**src/rtl/lsr_pkg.sv**
```systemverilog
/*
  Shared constants, types and helper functions for the LIN status and
  memory readback link: frame identifiers, command codes, field layout of
  the status snapshot, controller register offsets.
  Assumes the link is modelled at byte level, one byte per clock.
*/
package lsr_pkg;
  // ==========================================================
  // Frame identifiers and command bytes
  // ==========================================================
  localparam logic [7:0] ID_PREP8    = 8'h3c;
  localparam logic [7:0] ID_READ     = 8'h7d;
  localparam logic [7:0] APP_MARK    = 8'h80;
  localparam logic [7:0] FILL_BYTE   = 8'hff;
  localparam logic       MARK_BIT    = 1'b1;
  localparam logic [6:0] CMD_FULL    = 7'h01;
  localparam logic [6:0] CMD_PROM    = 7'h02;
  localparam logic [3:0] FS1_PAD     = 4'hf;
  localparam logic       FS2_ONE     = 1'b1;
  localparam logic [3:0] LEN_PREP8   = 4'h8;
  localparam logic [3:0] LEN_PREP7   = 4'h2;
  localparam logic [3:0] LEN_RESP    = 4'h8;
  localparam logic [3:0] LEN_TX8     = 4'h9;
  localparam logic [3:0] LEN_TX7     = 4'h3;

  // ==========================================================
  // Controller registers (word index = byte offset / 4)
  // ==========================================================
  localparam logic [2:0] REG_CTRL    = 3'h0;
  localparam logic [2:0] REG_IRQ_ST  = 3'h1;
  localparam logic [2:0] REG_IRQ_MSK = 3'h2;
  localparam logic [2:0] REG_RESP0   = 3'h3;
  localparam logic [2:0] REG_RESP1   = 3'h4;
  localparam logic [2:0] REG_RESP2   = 3'h5;
  localparam logic [2:0] REG_RESP3   = 3'h6;
  localparam int         IRQ_DONE    = 0;
  localparam int         IRQ_ERR     = 1;
  localparam int         CTRL_SHORT  = 8;
  localparam int         CTRL_SKIP2  = 9;
  localparam int         CTRL_BUSY   = 31;

  typedef struct packed {
    logic [3:0]  run_current;
    logic [3:0]  hold_current;
    logic [3:0]  max_velocity;
    logic [3:0]  min_velocity;
    logic        accel_shape_select;
    logic [1:0]  step_resolution_select;
    logic        shaft_direction;
    logic [3:0]  acceleration;
    logic        supply_reset_flag;
    logic        lost_step_flag;
    logic        electrical_defect_flag;
    logic        undervoltage_flag;
    logic        thermal_shutdown_flag;
    logic        thermal_warning_flag;
    logic [1:0]  temperature_info;
    logic [2:0]  motion_state;
    logic        external_switch_state;
    logic        coil_x_overcurrent_flag;
    logic        coil_y_overcurrent_flag;
    logic        stall_flag;
    logic        charge_pump_fail_flag;
    logic        lin_timeout_error;
    logic        lin_data_error;
    logic        lin_header_error;
    logic        lin_bit_error;
    logic [3:0]  absolute_stall_threshold;
    logic [3:0]  delta_stall_threshold;
    logic [15:0] actual_position;
    logic [15:0] target_position;
    logic [10:0] secure_position;
    logic [2:0]  stall_enable_field;
    logic        full_duty_flag;
    logic        absolute_stall_flag;
    logic        delta_stall_low_flag;
    logic        delta_stall_high_flag;
    logic [2:0]  minimum_sample_count;
    logic        full_duty_stall_enable;
    logic        pwm_jitter_enable;
  } lsr_status_type;

  // Identifier with the two protected bits on top
  function automatic logic [7:0] id_with_parity(input logic [5:0] id);
    return {~(id[1] ^ id[3] ^ id[4] ^ id[5]),
            id[0] ^ id[1] ^ id[2] ^ id[4], id};
  endfunction : id_with_parity

  // Classic sum with end-around carry
  function automatic logic [7:0] csum_add(input logic [7:0] acc,
                                          input logic [7:0] b);
    logic [8:0] s;
    s = {1'b0, acc} + {1'b0, b};
    return s[7:0] + {7'h00, s[8]};
  endfunction : csum_add
endpackage : lsr_pkg

```
**src/rtl/lsr_link_if.sv**
```systemverilog
/*
  Byte-level link between the bus master end and the slave device end.
  Assumes both ends run on the same clock; every strobe lasts one cycle.
*/
`timescale 1ns/1ps
interface lsr_link_if;
  logic       hdr_vld;
  logic       byte_vld;
  logic [7:0] m_byte;
  logic       rsp_vld;
  logic [7:0] rsp_byte;

  modport master (output hdr_vld, output byte_vld, output m_byte,
                  input rsp_vld, input rsp_byte);
  modport device (input hdr_vld, input byte_vld, input m_byte,
                  output rsp_vld, output rsp_byte);
endinterface : lsr_link_if

```
**src/rtl/lsr_master.sv**
```systemverilog
/*
  Master end: an Avalon-MM slave register set that runs one full status or
  memory readback sequence per command and interrupts on completion.
  Assumes the device answers a reading frame within TMO_CYC cycles.
*/
// Design decisions made here: the register offsets and the Avalon-MM register port.
`timescale 1ns/1ps
module lsr_master #(
  parameter int TMO_CYC = 64
) (
  input  wire logic        sys_clk,
  input  wire logic        srst,
  input  wire logic [2:0]  avs_address,
  input  wire logic        avs_read,
  input  wire logic        avs_write,
  input  wire logic [31:0] avs_writedata,
  output logic [31:0]      avs_readdata,
  output logic             avs_waitrequest,
  output logic             irq,
  lsr_link_if.master       lnk
);
  // ==========================================================
  // State
  // ==========================================================
  typedef enum logic [1:0] {M_IDLE, M_PREP, M_RHDR, M_RECV}
    lsr_mst_state_type;

  lsr_mst_state_type state_r, state_nxt;
  logic [31:0] ctrl_r, ctrl_nxt;
  logic [1:0]  ist_r, ist_nxt;
  logic [1:0]  msk_r, msk_nxt;
  logic [63:0] resp_r [0:1];
  logic [63:0] resp_nxt [0:1];
  logic [79:0] tx_r, tx_nxt;
  logic [3:0]  cnt_r, cnt_nxt;
  logic [3:0]  last_r, last_nxt;
  logic [7:0]  acc_r, acc_nxt;
  logic [63:0] rx_r, rx_nxt;
  logic        ph_r, ph_nxt;
  logic [7:0]  tmo_r, tmo_nxt;
  logic        ack_r, ack_nxt;
  logic [31:0] rd_r, rd_nxt;
  logic [1:0]  set_ev;
  logic [7:0]  cmd_b, adr_b, hdr7, ck7, ck8;

  // ==========================================================
  // Sequencer and registers
  // ==========================================================
  always_comb begin
    state_nxt = state_r;
    ctrl_nxt  = ctrl_r;
    msk_nxt   = msk_r;
    resp_nxt  = resp_r;
    tx_nxt    = tx_r;
    cnt_nxt   = cnt_r;
    last_nxt  = last_r;
    acc_nxt   = acc_r;
    rx_nxt    = rx_r;
    ph_nxt    = ph_r;
    tmo_nxt   = tmo_r;
    set_ev    = 2'b00;
    cmd_b     = {lsr_pkg::MARK_BIT, avs_writedata[6:0]};
    adr_b     = {lsr_pkg::MARK_BIT, avs_writedata[22:16]};
    hdr7      = lsr_pkg::id_with_parity({1'b0, avs_writedata[28:24]});
    ck7       = ~lsr_pkg::csum_add(cmd_b, adr_b);
    ck8       = ~lsr_pkg::csum_add(lsr_pkg::csum_add(
                  lsr_pkg::csum_add(lsr_pkg::csum_add(lsr_pkg::csum_add(
                  lsr_pkg::csum_add(lsr_pkg::csum_add(lsr_pkg::APP_MARK,
                  cmd_b), adr_b), lsr_pkg::FILL_BYTE), lsr_pkg::FILL_BYTE),
                  lsr_pkg::FILL_BYTE), lsr_pkg::FILL_BYTE),
                  lsr_pkg::FILL_BYTE);
    unique case (state_r)
      M_IDLE: begin
        if (avs_write && avs_address == lsr_pkg::REG_CTRL
            && (avs_writedata[6:0] == lsr_pkg::CMD_FULL
                || avs_writedata[6:0] == lsr_pkg::CMD_PROM)) begin
          ctrl_nxt  = avs_writedata;
          state_nxt = M_PREP;
          cnt_nxt   = '0;
          ph_nxt    = 1'b0;
          if (avs_writedata[lsr_pkg::CTRL_SHORT]) begin
            tx_nxt   = {hdr7, cmd_b, adr_b, ck7, 48'h0};
            last_nxt = lsr_pkg::LEN_TX7;
          end else begin
            tx_nxt   = {lsr_pkg::ID_PREP8, lsr_pkg::APP_MARK, cmd_b, adr_b,
                        {5{lsr_pkg::FILL_BYTE}}, ck8};
            last_nxt = lsr_pkg::LEN_TX8;
          end
        end
      end
      M_PREP: begin
        tx_nxt  = {tx_r[71:0], 8'h00};
        cnt_nxt = cnt_r + 4'h1;
        if (cnt_r == last_r) begin
          state_nxt     = M_RHDR;
          tx_nxt[79:72] = lsr_pkg::ID_READ;
        end
      end
      M_RHDR: begin
        state_nxt = M_RECV;
        cnt_nxt   = '0;
        acc_nxt   = '0;
        tmo_nxt   = '0;
      end
      M_RECV: begin
        tmo_nxt = tmo_r + 8'h01;
        if (lnk.rsp_vld) begin
          tmo_nxt = '0;
          if (cnt_r == lsr_pkg::LEN_RESP) begin
            if (lnk.rsp_byte != ~acc_r) begin
              set_ev[lsr_pkg::IRQ_ERR] = 1'b1;
              state_nxt = M_IDLE;
            end else begin
              resp_nxt[ph_r] = rx_r;
              if (ctrl_r[6:0] == lsr_pkg::CMD_FULL && !ph_r
                  && !ctrl_r[lsr_pkg::CTRL_SKIP2]) begin
                ph_nxt        = 1'b1;
                state_nxt     = M_RHDR;
                tx_nxt[79:72] = lsr_pkg::ID_READ;
              end else begin
                set_ev[lsr_pkg::IRQ_DONE] = 1'b1;
                state_nxt = M_IDLE;
              end
            end
          end else begin
            rx_nxt  = {rx_r[55:0], lnk.rsp_byte};
            acc_nxt = lsr_pkg::csum_add(acc_r, lnk.rsp_byte);
            cnt_nxt = cnt_r + 4'h1;
          end
        end else if (tmo_r == 8'(TMO_CYC - 1)) begin
          set_ev[lsr_pkg::IRQ_ERR] = 1'b1;
          state_nxt = M_IDLE;
        end
      end
    endcase
    // Status bits: a new event wins over a write-one clear
    ist_nxt = ist_r;
    if (avs_write && avs_address == lsr_pkg::REG_IRQ_ST) begin
      ist_nxt = ist_r & ~avs_writedata[1:0];
    end
    ist_nxt = ist_nxt | set_ev;
    if (avs_write && avs_address == lsr_pkg::REG_IRQ_MSK) begin
      msk_nxt = avs_writedata[1:0];
    end
    // Reads take one wait cycle, data registered
    ack_nxt = avs_read && !ack_r;
    rd_nxt  = rd_r;
    if (avs_read && !ack_r) begin
      unique case (avs_address)
        lsr_pkg::REG_CTRL:    rd_nxt = {state_r != M_IDLE, ctrl_r[30:0]};
        lsr_pkg::REG_IRQ_ST:  rd_nxt = {30'h0, ist_r};
        lsr_pkg::REG_IRQ_MSK: rd_nxt = {30'h0, msk_r};
        lsr_pkg::REG_RESP0:   rd_nxt = resp_r[0][63:32];
        lsr_pkg::REG_RESP1:   rd_nxt = resp_r[0][31:0];
        lsr_pkg::REG_RESP2:   rd_nxt = resp_r[1][63:32];
        lsr_pkg::REG_RESP3:   rd_nxt = resp_r[1][31:0];
        default:              rd_nxt = 32'h0000_0000;
      endcase
    end
  end

  always_ff @(posedge sys_clk) begin
    if (srst) begin
      state_r   <= M_IDLE;
      ctrl_r    <= '0;
      ist_r     <= '0;
      msk_r     <= '0;
      resp_r[0] <= '0;
      resp_r[1] <= '0;
      tx_r      <= '0;
      cnt_r     <= '0;
      last_r    <= '0;
      acc_r     <= '0;
      rx_r      <= '0;
      ph_r      <= 1'b0;
      tmo_r     <= '0;
      ack_r     <= 1'b0;
      rd_r      <= '0;
    end else begin
      state_r <= state_nxt;
      ctrl_r  <= ctrl_nxt;
      ist_r   <= ist_nxt;
      msk_r   <= msk_nxt;
      resp_r  <= resp_nxt;
      tx_r    <= tx_nxt;
      cnt_r   <= cnt_nxt;
      last_r  <= last_nxt;
      acc_r   <= acc_nxt;
      rx_r    <= rx_nxt;
      ph_r    <= ph_nxt;
      tmo_r   <= tmo_nxt;
      ack_r   <= ack_nxt;
      rd_r    <= rd_nxt;
    end
  end

  assign lnk.hdr_vld      = (state_r == M_PREP && cnt_r == 4'h0)
                          || state_r == M_RHDR;
  assign lnk.byte_vld     = state_r == M_PREP && cnt_r != 4'h0;
  assign lnk.m_byte       = tx_r[79:72];
  assign avs_readdata     = rd_r;
  assign avs_waitrequest  = avs_read && !ack_r;
  assign irq              = |(ist_r & msk_r);
endmodule : lsr_master

```
**src/flat_wrapper.sv**
```systemverilog
// flat-port wrapper written by rule: the top's interface ports become plain ports
module lsr_master_flat 
#(
  parameter int TMO_CYC = 64
)
  (sys_clk, srst, avs_address, avs_read, avs_write, avs_writedata, avs_readdata, avs_waitrequest, irq, lnk_hdr_vld, lnk_byte_vld, lnk_m_byte, lnk_rsp_vld, lnk_rsp_byte);
  lsr_link_if lnk_i ();
  input  wire logic sys_clk;
  input  wire logic srst;
  input  wire logic [2:0] avs_address;
  input  wire logic avs_read;
  input  wire logic avs_write;
  input  wire logic [31:0] avs_writedata;
  output logic [31:0] avs_readdata;
  output logic avs_waitrequest;
  output logic irq;
  output wire logic [$bits(lnk_i.hdr_vld)-1:0] lnk_hdr_vld;
  output wire logic [$bits(lnk_i.byte_vld)-1:0] lnk_byte_vld;
  output wire logic [$bits(lnk_i.m_byte)-1:0] lnk_m_byte;
  input wire logic [$bits(lnk_i.rsp_vld)-1:0] lnk_rsp_vld;
  input wire logic [$bits(lnk_i.rsp_byte)-1:0] lnk_rsp_byte;
  assign lnk_hdr_vld = lnk_i.hdr_vld;
  assign lnk_byte_vld = lnk_i.byte_vld;
  assign lnk_m_byte = lnk_i.m_byte;
  assign lnk_i.rsp_vld = lnk_rsp_vld;
  assign lnk_i.rsp_byte = lnk_rsp_byte;
  lsr_master #(.TMO_CYC(TMO_CYC)) u_core (.sys_clk(sys_clk), .srst(srst), .avs_address(avs_address), .avs_read(avs_read), .avs_write(avs_write), .avs_writedata(avs_writedata), .avs_readdata(avs_readdata), .avs_waitrequest(avs_waitrequest), .irq(irq), .lnk(lnk_i));
endmodule
```
**config.mk**
```make
export PLATFORM = sky130hd
export DESIGN_NAME = lsr_master_flat
export DESIGN_NICKNAME = d
export VERILOG_FILES = /design/src/rtl/lsr_pkg.sv /design/src/rtl/lsr_link_if.sv /design/src/rtl/lsr_master.sv /design/src/flat_wrapper.sv
export SDC_FILE = /design/constraint.sdc
export NUM_CORES = 1
export LEC_CHECK = 0
export BUFFER_PORTS_ARGS = -buffer_cell sky130_fd_sc_hd__buf_2
export CORE_AREA = 2 2 191 193
export DETAILED_ROUTE_END_ITERATION = 8
export DIE_AREA = 0 0 193 195
export HOLD_SLACK_MARGIN = 0.12
export MAX_ROUTING_LAYER = met4
export PLACE_DENSITY = 0.67
export SYNTH_ARGS = -nofsm -noshare
export SYNTH_HDL_FRONTEND = slang
export SYNTH_SLANG_ARGS = --single-unit
```
**constraint.sdc**
```tcl
create_clock -name sys_clk -period 13.18 [get_ports sys_clk]
set_input_delay 1.977 -clock sys_clk [delete_from_list [all_inputs] [get_ports sys_clk]]
set_output_delay 1.977 -clock sys_clk [all_outputs]
set_load 0.01 [all_outputs]
```
# == Yosys cells after proc, flatten, opt, wreduce, memory -nomap -nowiden ==
# Index checks and enable logic that the tools add are counted.
# totals
register_bits,367
latch_bits,0
ram_bits,0
mem_bits_ro,0
inputBits,48
elab_cells,159
mem_count,0
# op_classes
addsub,20
multipliers,0
div,0
magnitude_cmp,2
n_eq_ne,25
shift,0
muxes,46
n_bitwise,16
n_reduce_logical,34
# ops
operator,n
32-bit case mux with 7 select lines,1
80-bit 2-to-1 mux,2
72-bit case mux with 2 select lines,1
128-bit bitwise mux,1
8-bit by 1-bit adder with 8-bit output,9
64-bit demux with 1-bit select,1
64-bit 2-to-1 mux,1
8-bit 2-to-1 mux,8
8-bit by 8-bit adder with 9-bit output (second input constant),5
8-bit case mux with 2 select lines,2
8-bit by 8-bit adder with 9-bit output,3
8-bit NOT,3
8-bit case mux with 3 select lines,1
2-bit 2-to-1 mux,10
4-bit 2-to-1 mux,4
4-bit case mux with 4 select lines,1
7-bit by 1-bit equality test with 1-bit output (second input constant),2
6-bit AND reduction,2
1-bit 2-to-1 mux,11
1-bit logical AND,10
8-bit by 8-bit adder with 9-bit output (first input constant),1
3-bit equality test (second input constant),3
3-bit AND reduction,3
8-bit by 1-bit adder with 8-bit output (second input constant),1
34 further kinds,57

# == Depth between registers and ports, before layout ==
# logic_depth
depth_word,18
depth_mapped,61
mapped_depth_nobuf,60

# == Least setup slack after synthesis ==
# Ideal clock, no wire load.
# synth_timing
path_type,in2reg
start,input port avs_writedata[0]
end,register u_core.tx_r[3]
t_arrival_ns,11.986
setup_slack_ns,1.067
path_stages,57
n_path_buf,3
path_cell_list,ha_1 > xor2_1 > ha_1 > buf_6 > nor2b_1 > o221ai_1 > a21oi_1 > or3_1 > ha_1 > ha_1 > inv_1 > ha_1 > clkbuf_1 > inv_1 > o32ai_1 > nand2_1 > ha_1 > ha_1 > [21 not listed] > nand3b_1 > ha_1 > ha_1 > xnor2_1 > xnor2_1 > nor2b_1 > nand2_1 > nor2_1 > o211ai_1 > a21o_1 > ha_1 > nor2b_1 > a21oi_1 > nand2b_1 > a21oi_1 > xor2_1 > a22oi_1 > nor2_1
# synth_between
elab_chain_cells,18
elab_cells_between_ends,24
cone_classes,add/sub: 14; eq/ne: 3; mux: 3; bitwise: 1; reduce/logical: 3
# synth_rtl
item,line_no,text
start: declaration,flat_wrapper.sv:13,input wire logic [31:0] avs_writedata;
8-bit by 8-bit adder with 9-bit output,lsr_pkg.sv:93,"s = {1'b0, acc} + {1'b0, b};"
8-bit by 1-bit adder with 8-bit output,lsr_pkg.sv:94,"return s[7:0] + {7'h00, s[8]};"
8-bit by 8-bit adder with 9-bit output,lsr_pkg.sv:93,
8-bit by 1-bit adder with 8-bit output,lsr_pkg.sv:94,
8-bit by 8-bit adder with 9-bit output,lsr_pkg.sv:93,
8-bit by 1-bit adder with 8-bit output,lsr_pkg.sv:94,
8-bit by 8-bit adder with 9-bit output,lsr_pkg.sv:93,
8-bit by 1-bit adder with 8-bit output,lsr_pkg.sv:94,
[2 not listed],--,
8-bit by 8-bit adder with 9-bit output,lsr_pkg.sv:93,
8-bit by 1-bit adder with 8-bit output,lsr_pkg.sv:94,
8-bit by 8-bit adder with 9-bit output,lsr_pkg.sv:93,
8-bit by 1-bit adder with 8-bit output,lsr_pkg.sv:94,
8-bit NOT,lsr_master.sv:66,ck8 = ~lsr_pkg::csum_add(lsr_pkg::csum_add(
80-bit 2-to-1 mux,lsr_master.sv:81,if (avs_writedata[lsr_pkg::CTRL_SHORT]) begin
80-bit 2-to-1 mux,lsr_master.sv:74,if (avs_write && avs_address == lsr_pkg::REG_CTRL
72-bit case mux with 2 select lines,lsr_master.sv:72,unique case (state_r)
end signal: assignment,lsr_master.sv:185,tx_r <= tx_nxt;
end: declaration,lsr_master.sv:34,"logic [79:0] tx_r, tx_nxt;"
# Several ways; a longest one is shown, not always the timed one. The select of a mux whose other input is x is not followed.
# A chain may end at the register's enable or synchronous reset.

# == Worst setup path after layout ==
# Same ends and word-level chain as after synthesis.

==> results.py <==
metrics = {
    "sta": {
        "setup_tns_ns": 0,
        "worst_slew_pin_slew_ns": 1.10,
        "skew_ns": 0.0264,
        "fin_crit_sh": 0.927,
        "fin_ws_ns": 0.956,
        "timing.fmax_mhz": 81.8,
        "rsz0062_at_grt": "false",
        "relSlewSlack": 0.267,
        "finalHoldWorstSlack_ns": 0.448,
        "setup_viol": 0,
        "hold_viol_final": 0,
        "fin_crit_ns": 12.22,
        "slew_violations": 0,
    },
    "cts": {
        "clkLatencyLatePin_ns": 0.56,
        "cts_resized": 0,
        "cts_max_level": 2,
        "cts_hold_repair.buffers": 0,
        "clkTransAtPathRegs_ns": 0.06,
        "cts.sinks": 365,
        "cts_tree": "yes",
        "cts_buffer_depth": 3,
        "cts_root_buffer": "clkbuf_16",
        "post_cts_buffers": 0,
        "numCtsBuffers": 40,
    },
    "die": {
        "die_w_um": 193,
        "top_level_ports": 92,
        "rows": 69,
        "start_util": 0.499,
        "core_um2": 35400,
        "fp.dieArea_um2": 37600,
        "fp.dieH_um": 195,
    },
    "yosys": {
        "synth_seq_cells": 365,
        "async_reset_ff_frac": 0,
        "yosysUniqueCellTypes": 86,
        "synth_edf_count": 0,
        "synth_area_per_cell_um2": 7.99,
        "yosys_warnings": 0,
        "synthFlopType": "dfxtp_1",
        "postSynthCellCount": 2208,
        "synthesis.nets": 2307,
        "yosysSeqAreaShare": 0.414,
        "synth_area_um2": 17600,
    },
    "placed_design": {
        "dp_hpwl_um": 30300,
        "gp_congestion": 0.883,
        "dpl_worst_slack_ns": 0.131,
        "io_buffers": 90,
        "placed_cell_area_um2": 18300,
    },
    "finish": {
        "final_core_util": 0.554,
        "syn_to_final_growth_pct": 11.1,
        "stdcell_area_um2": 19600,
        "nNetsFinal": 2304,
        "n_fill_cell": 3340,
        "drive_gt1_frac": 0.110,
    },
    "detailed_routing": {
        "vias": 15655,
        "wire_per_inst_um": 17.6,
        "viasPerCell": 5.80,
        "dr.pass1.iters": 7,
        "drc": 0,
        "drtIter0Drc": 1222,
        "drtAntennaViolNets": 0,
        "drt-total-wl_um": 47600,
    },
    "global_route": {
        "grt_overflow_total": 0,
        "grt_pass1_vias": 14801,
        "grt_max_degree": 168,
        "grt_pass1_wl_um": 76600,
        "antenna_found_initial": 1,
        "grt_usage": 0.258,
    },
    "worst_setup_path": {
        "worstSetupEndpointType": "flop",
        "r2r_start": "u_core.state_r[0]$_SDFFE_PP0P_",
        "path_common_cell": "ha_1",
        "path_max_fanout": 10,
        "criticalPathCategory": "in2reg",
        "crit_start": "avs_writedata[0]",
        "required_ns": 13.59,
        "arrival_ns": 12.63,
        "slowest_delay_ns": 0.51,
        "start_kind": "input port",
        "slowest_stage": "or3b_2",
    },
    "pwr": {
        "vdd_ir_drop_max_v": 0.000283,
        "pwr_density_cell_nw_per_um2": 189,
        "leakagePower_nw": 7.13,
    },
    "status": {
        "status": "finished clean",
    },
    "worst_hold_path": {
        "hold_start": "u_core.resp_r[87]$_SDFFE_PP0P_",
        "worstHoldPathType": "reg2reg",
    },
    "run": {
        "drv_cap": 0,
    },
}
-- power breakdown --
group | switching, mW | internal (mW) | total [mW] | leakage (nW)
registers | 0.00402 | 1.11 | 1.11 | 2.94
logic | 0.861 | 0.669 | 1.53 | 3.57
clock network | 0.456 | 0.609 | 1.06 | 0.617
total | 1.32 | 2.39 | 3.71 | 7.13
-- cells in the final DEF, fill, tap and decap left out, drive strengths merged, types with 5 or more instances in the layout --
cell type	netlist	routed
o21ai	35	35
a221oi	71	71
and3	12	12
dfxtp	365	365
ha	48	48
a211oi	16	16
nor2b	19	19
nand4	11	11
nand3b	5	5
mux2i	47	47
nor2	204	204
or2	7	7
a222oi	10	10
o22ai	6	6
nand2b	8	8
o211ai	8	8
nor4	6	6
a21oi	336	336
inv	40	43
xnor3	10	10
and2	18	18
nand3	29	29
a21o	5	5
xnor2	45	45
nor3b	6	6
buf	18	119
clkbuf	146	57
clkinv	0	10
xor2	24	24
nor3	23	23
or3	6	6
nand2	494	494
a22oi	53	53
o21bai	8	8
-- final timing paths --
check                                    endpoint  slack, ns  cells past startpoint
hold / removal     u_core.resp_r[87]$_SDFFE_PP0P_       0.45                      2
setup / recovery      u_core.tx_r[3]$_SDFFE_PP0P_       0.96                     58
hold reg to reg    u_core.resp_r[87]$_SDFFE_PP0P_       0.45                      2
setup reg to reg  u_core.resp_r[111]$_SDFFE_PP0P_       9.96                      6
-- cell usage after synthesis (7+ instances only) --
cell type  count  area (um^2)
mux2i_1       46          460
dfxtp_1      365         7310
clkbuf_1     146          548
nand4_1       10         62.6
buf_4          8         60.1
ha_1          48          601
or2_2          7         43.8
buf_1          9         33.8
a221oi_1      71          622
nor2_1       203          762
and3_1        12         75.1
o21ai_0       31          155
nor3_1        21          105
nand2_1      494         1850
xor2_1        23          201
xnor2_1       43          377
xnor3_1        8          180
o211ai_1       8         60.1
nor2b_1       19          119
nand3_1       29          145
inv_1         40          150
nand2b_1       8         50.1
a21oi_1      335         1680
o21bai_1       8         60.1
a22oi_1       53          398
and2_1        17          106
a222oi_1      10          100
a211oi_1      15          113
-- logic make-up after synthesis --
family,Yosys count,share of synthesized area
AND/OR/NAND/NOR,866,0.211
AO/OA/AOI/OAI,588,0.208
flip-flops,365,0.414
buffers and inverters,204,0.0455
XOR/XNOR,81,0.0512
multiplexers,53,0.0325
adder cells (fa/ha/maj),51,0.0374
-- flip-flops by register name, indices dropped and copies added (netlist names) --
register	cells
u_core.resp_r	128
u_core.tx_r	80
u_core.rx_r	64
u_core.avs_readdata	32
u_core.ctrl_r	31
u_core.acc_r	8
u_core.tmo_r	8
u_core.cnt_r	4
u_core.ist_r	2
u_core.last_r	2
u_core.msk_r	2
u_core.state_r	2
u_core.ack_r	1
u_core.ph_r	1
-- worst max-delay path, delay by kind of cell --
kind,cells,cell delay [ns]
adders and majority gates,11,2.68
AOI/OAI and AO/OA,13,2.20
buffers and inverters,4,0.65
xor gates and xnor gates,4,0.79
and+or+nand+nor,26,4.32
-- area by class of cell --
class | instances | area [um^2] | share of cell area
timing repair buffer | 119 | 678 | 0.0346
inverter | 40 | 150 | 0.00766
multi-input combinational | 1639 | 9640 | 0.492
sequential | 365 | 7310 | 0.373
antenna | 1 | 2.50 | 0.000128
tap | 461 | 577 | 0.0294
clock buffer | 57 | 1140 | 0.0584
clock inverter | 15 | 103 | 0.00523
-- routing by layer --
metal | up-vias | wire (um) | track usage
met4 | 0 | 756 | 0.0603
met5 | - | 0 | -
met2 | 407 | 21900 | 0.402
met3 | 50 | 2410 | 0.0300
li1 | 7677 | - | -
met1 | 7521 | 22500 | 0.360
-- stage by stage --
step	total power, mW	cells
floorplan	2.29	2208
global placement	2.59	2624
detailed placement	2.62	2624
CTS	3.69	2696
global route	3.92	2697
finish	3.71	2697
Note: power is estimated with default switching activity, not from simulation.
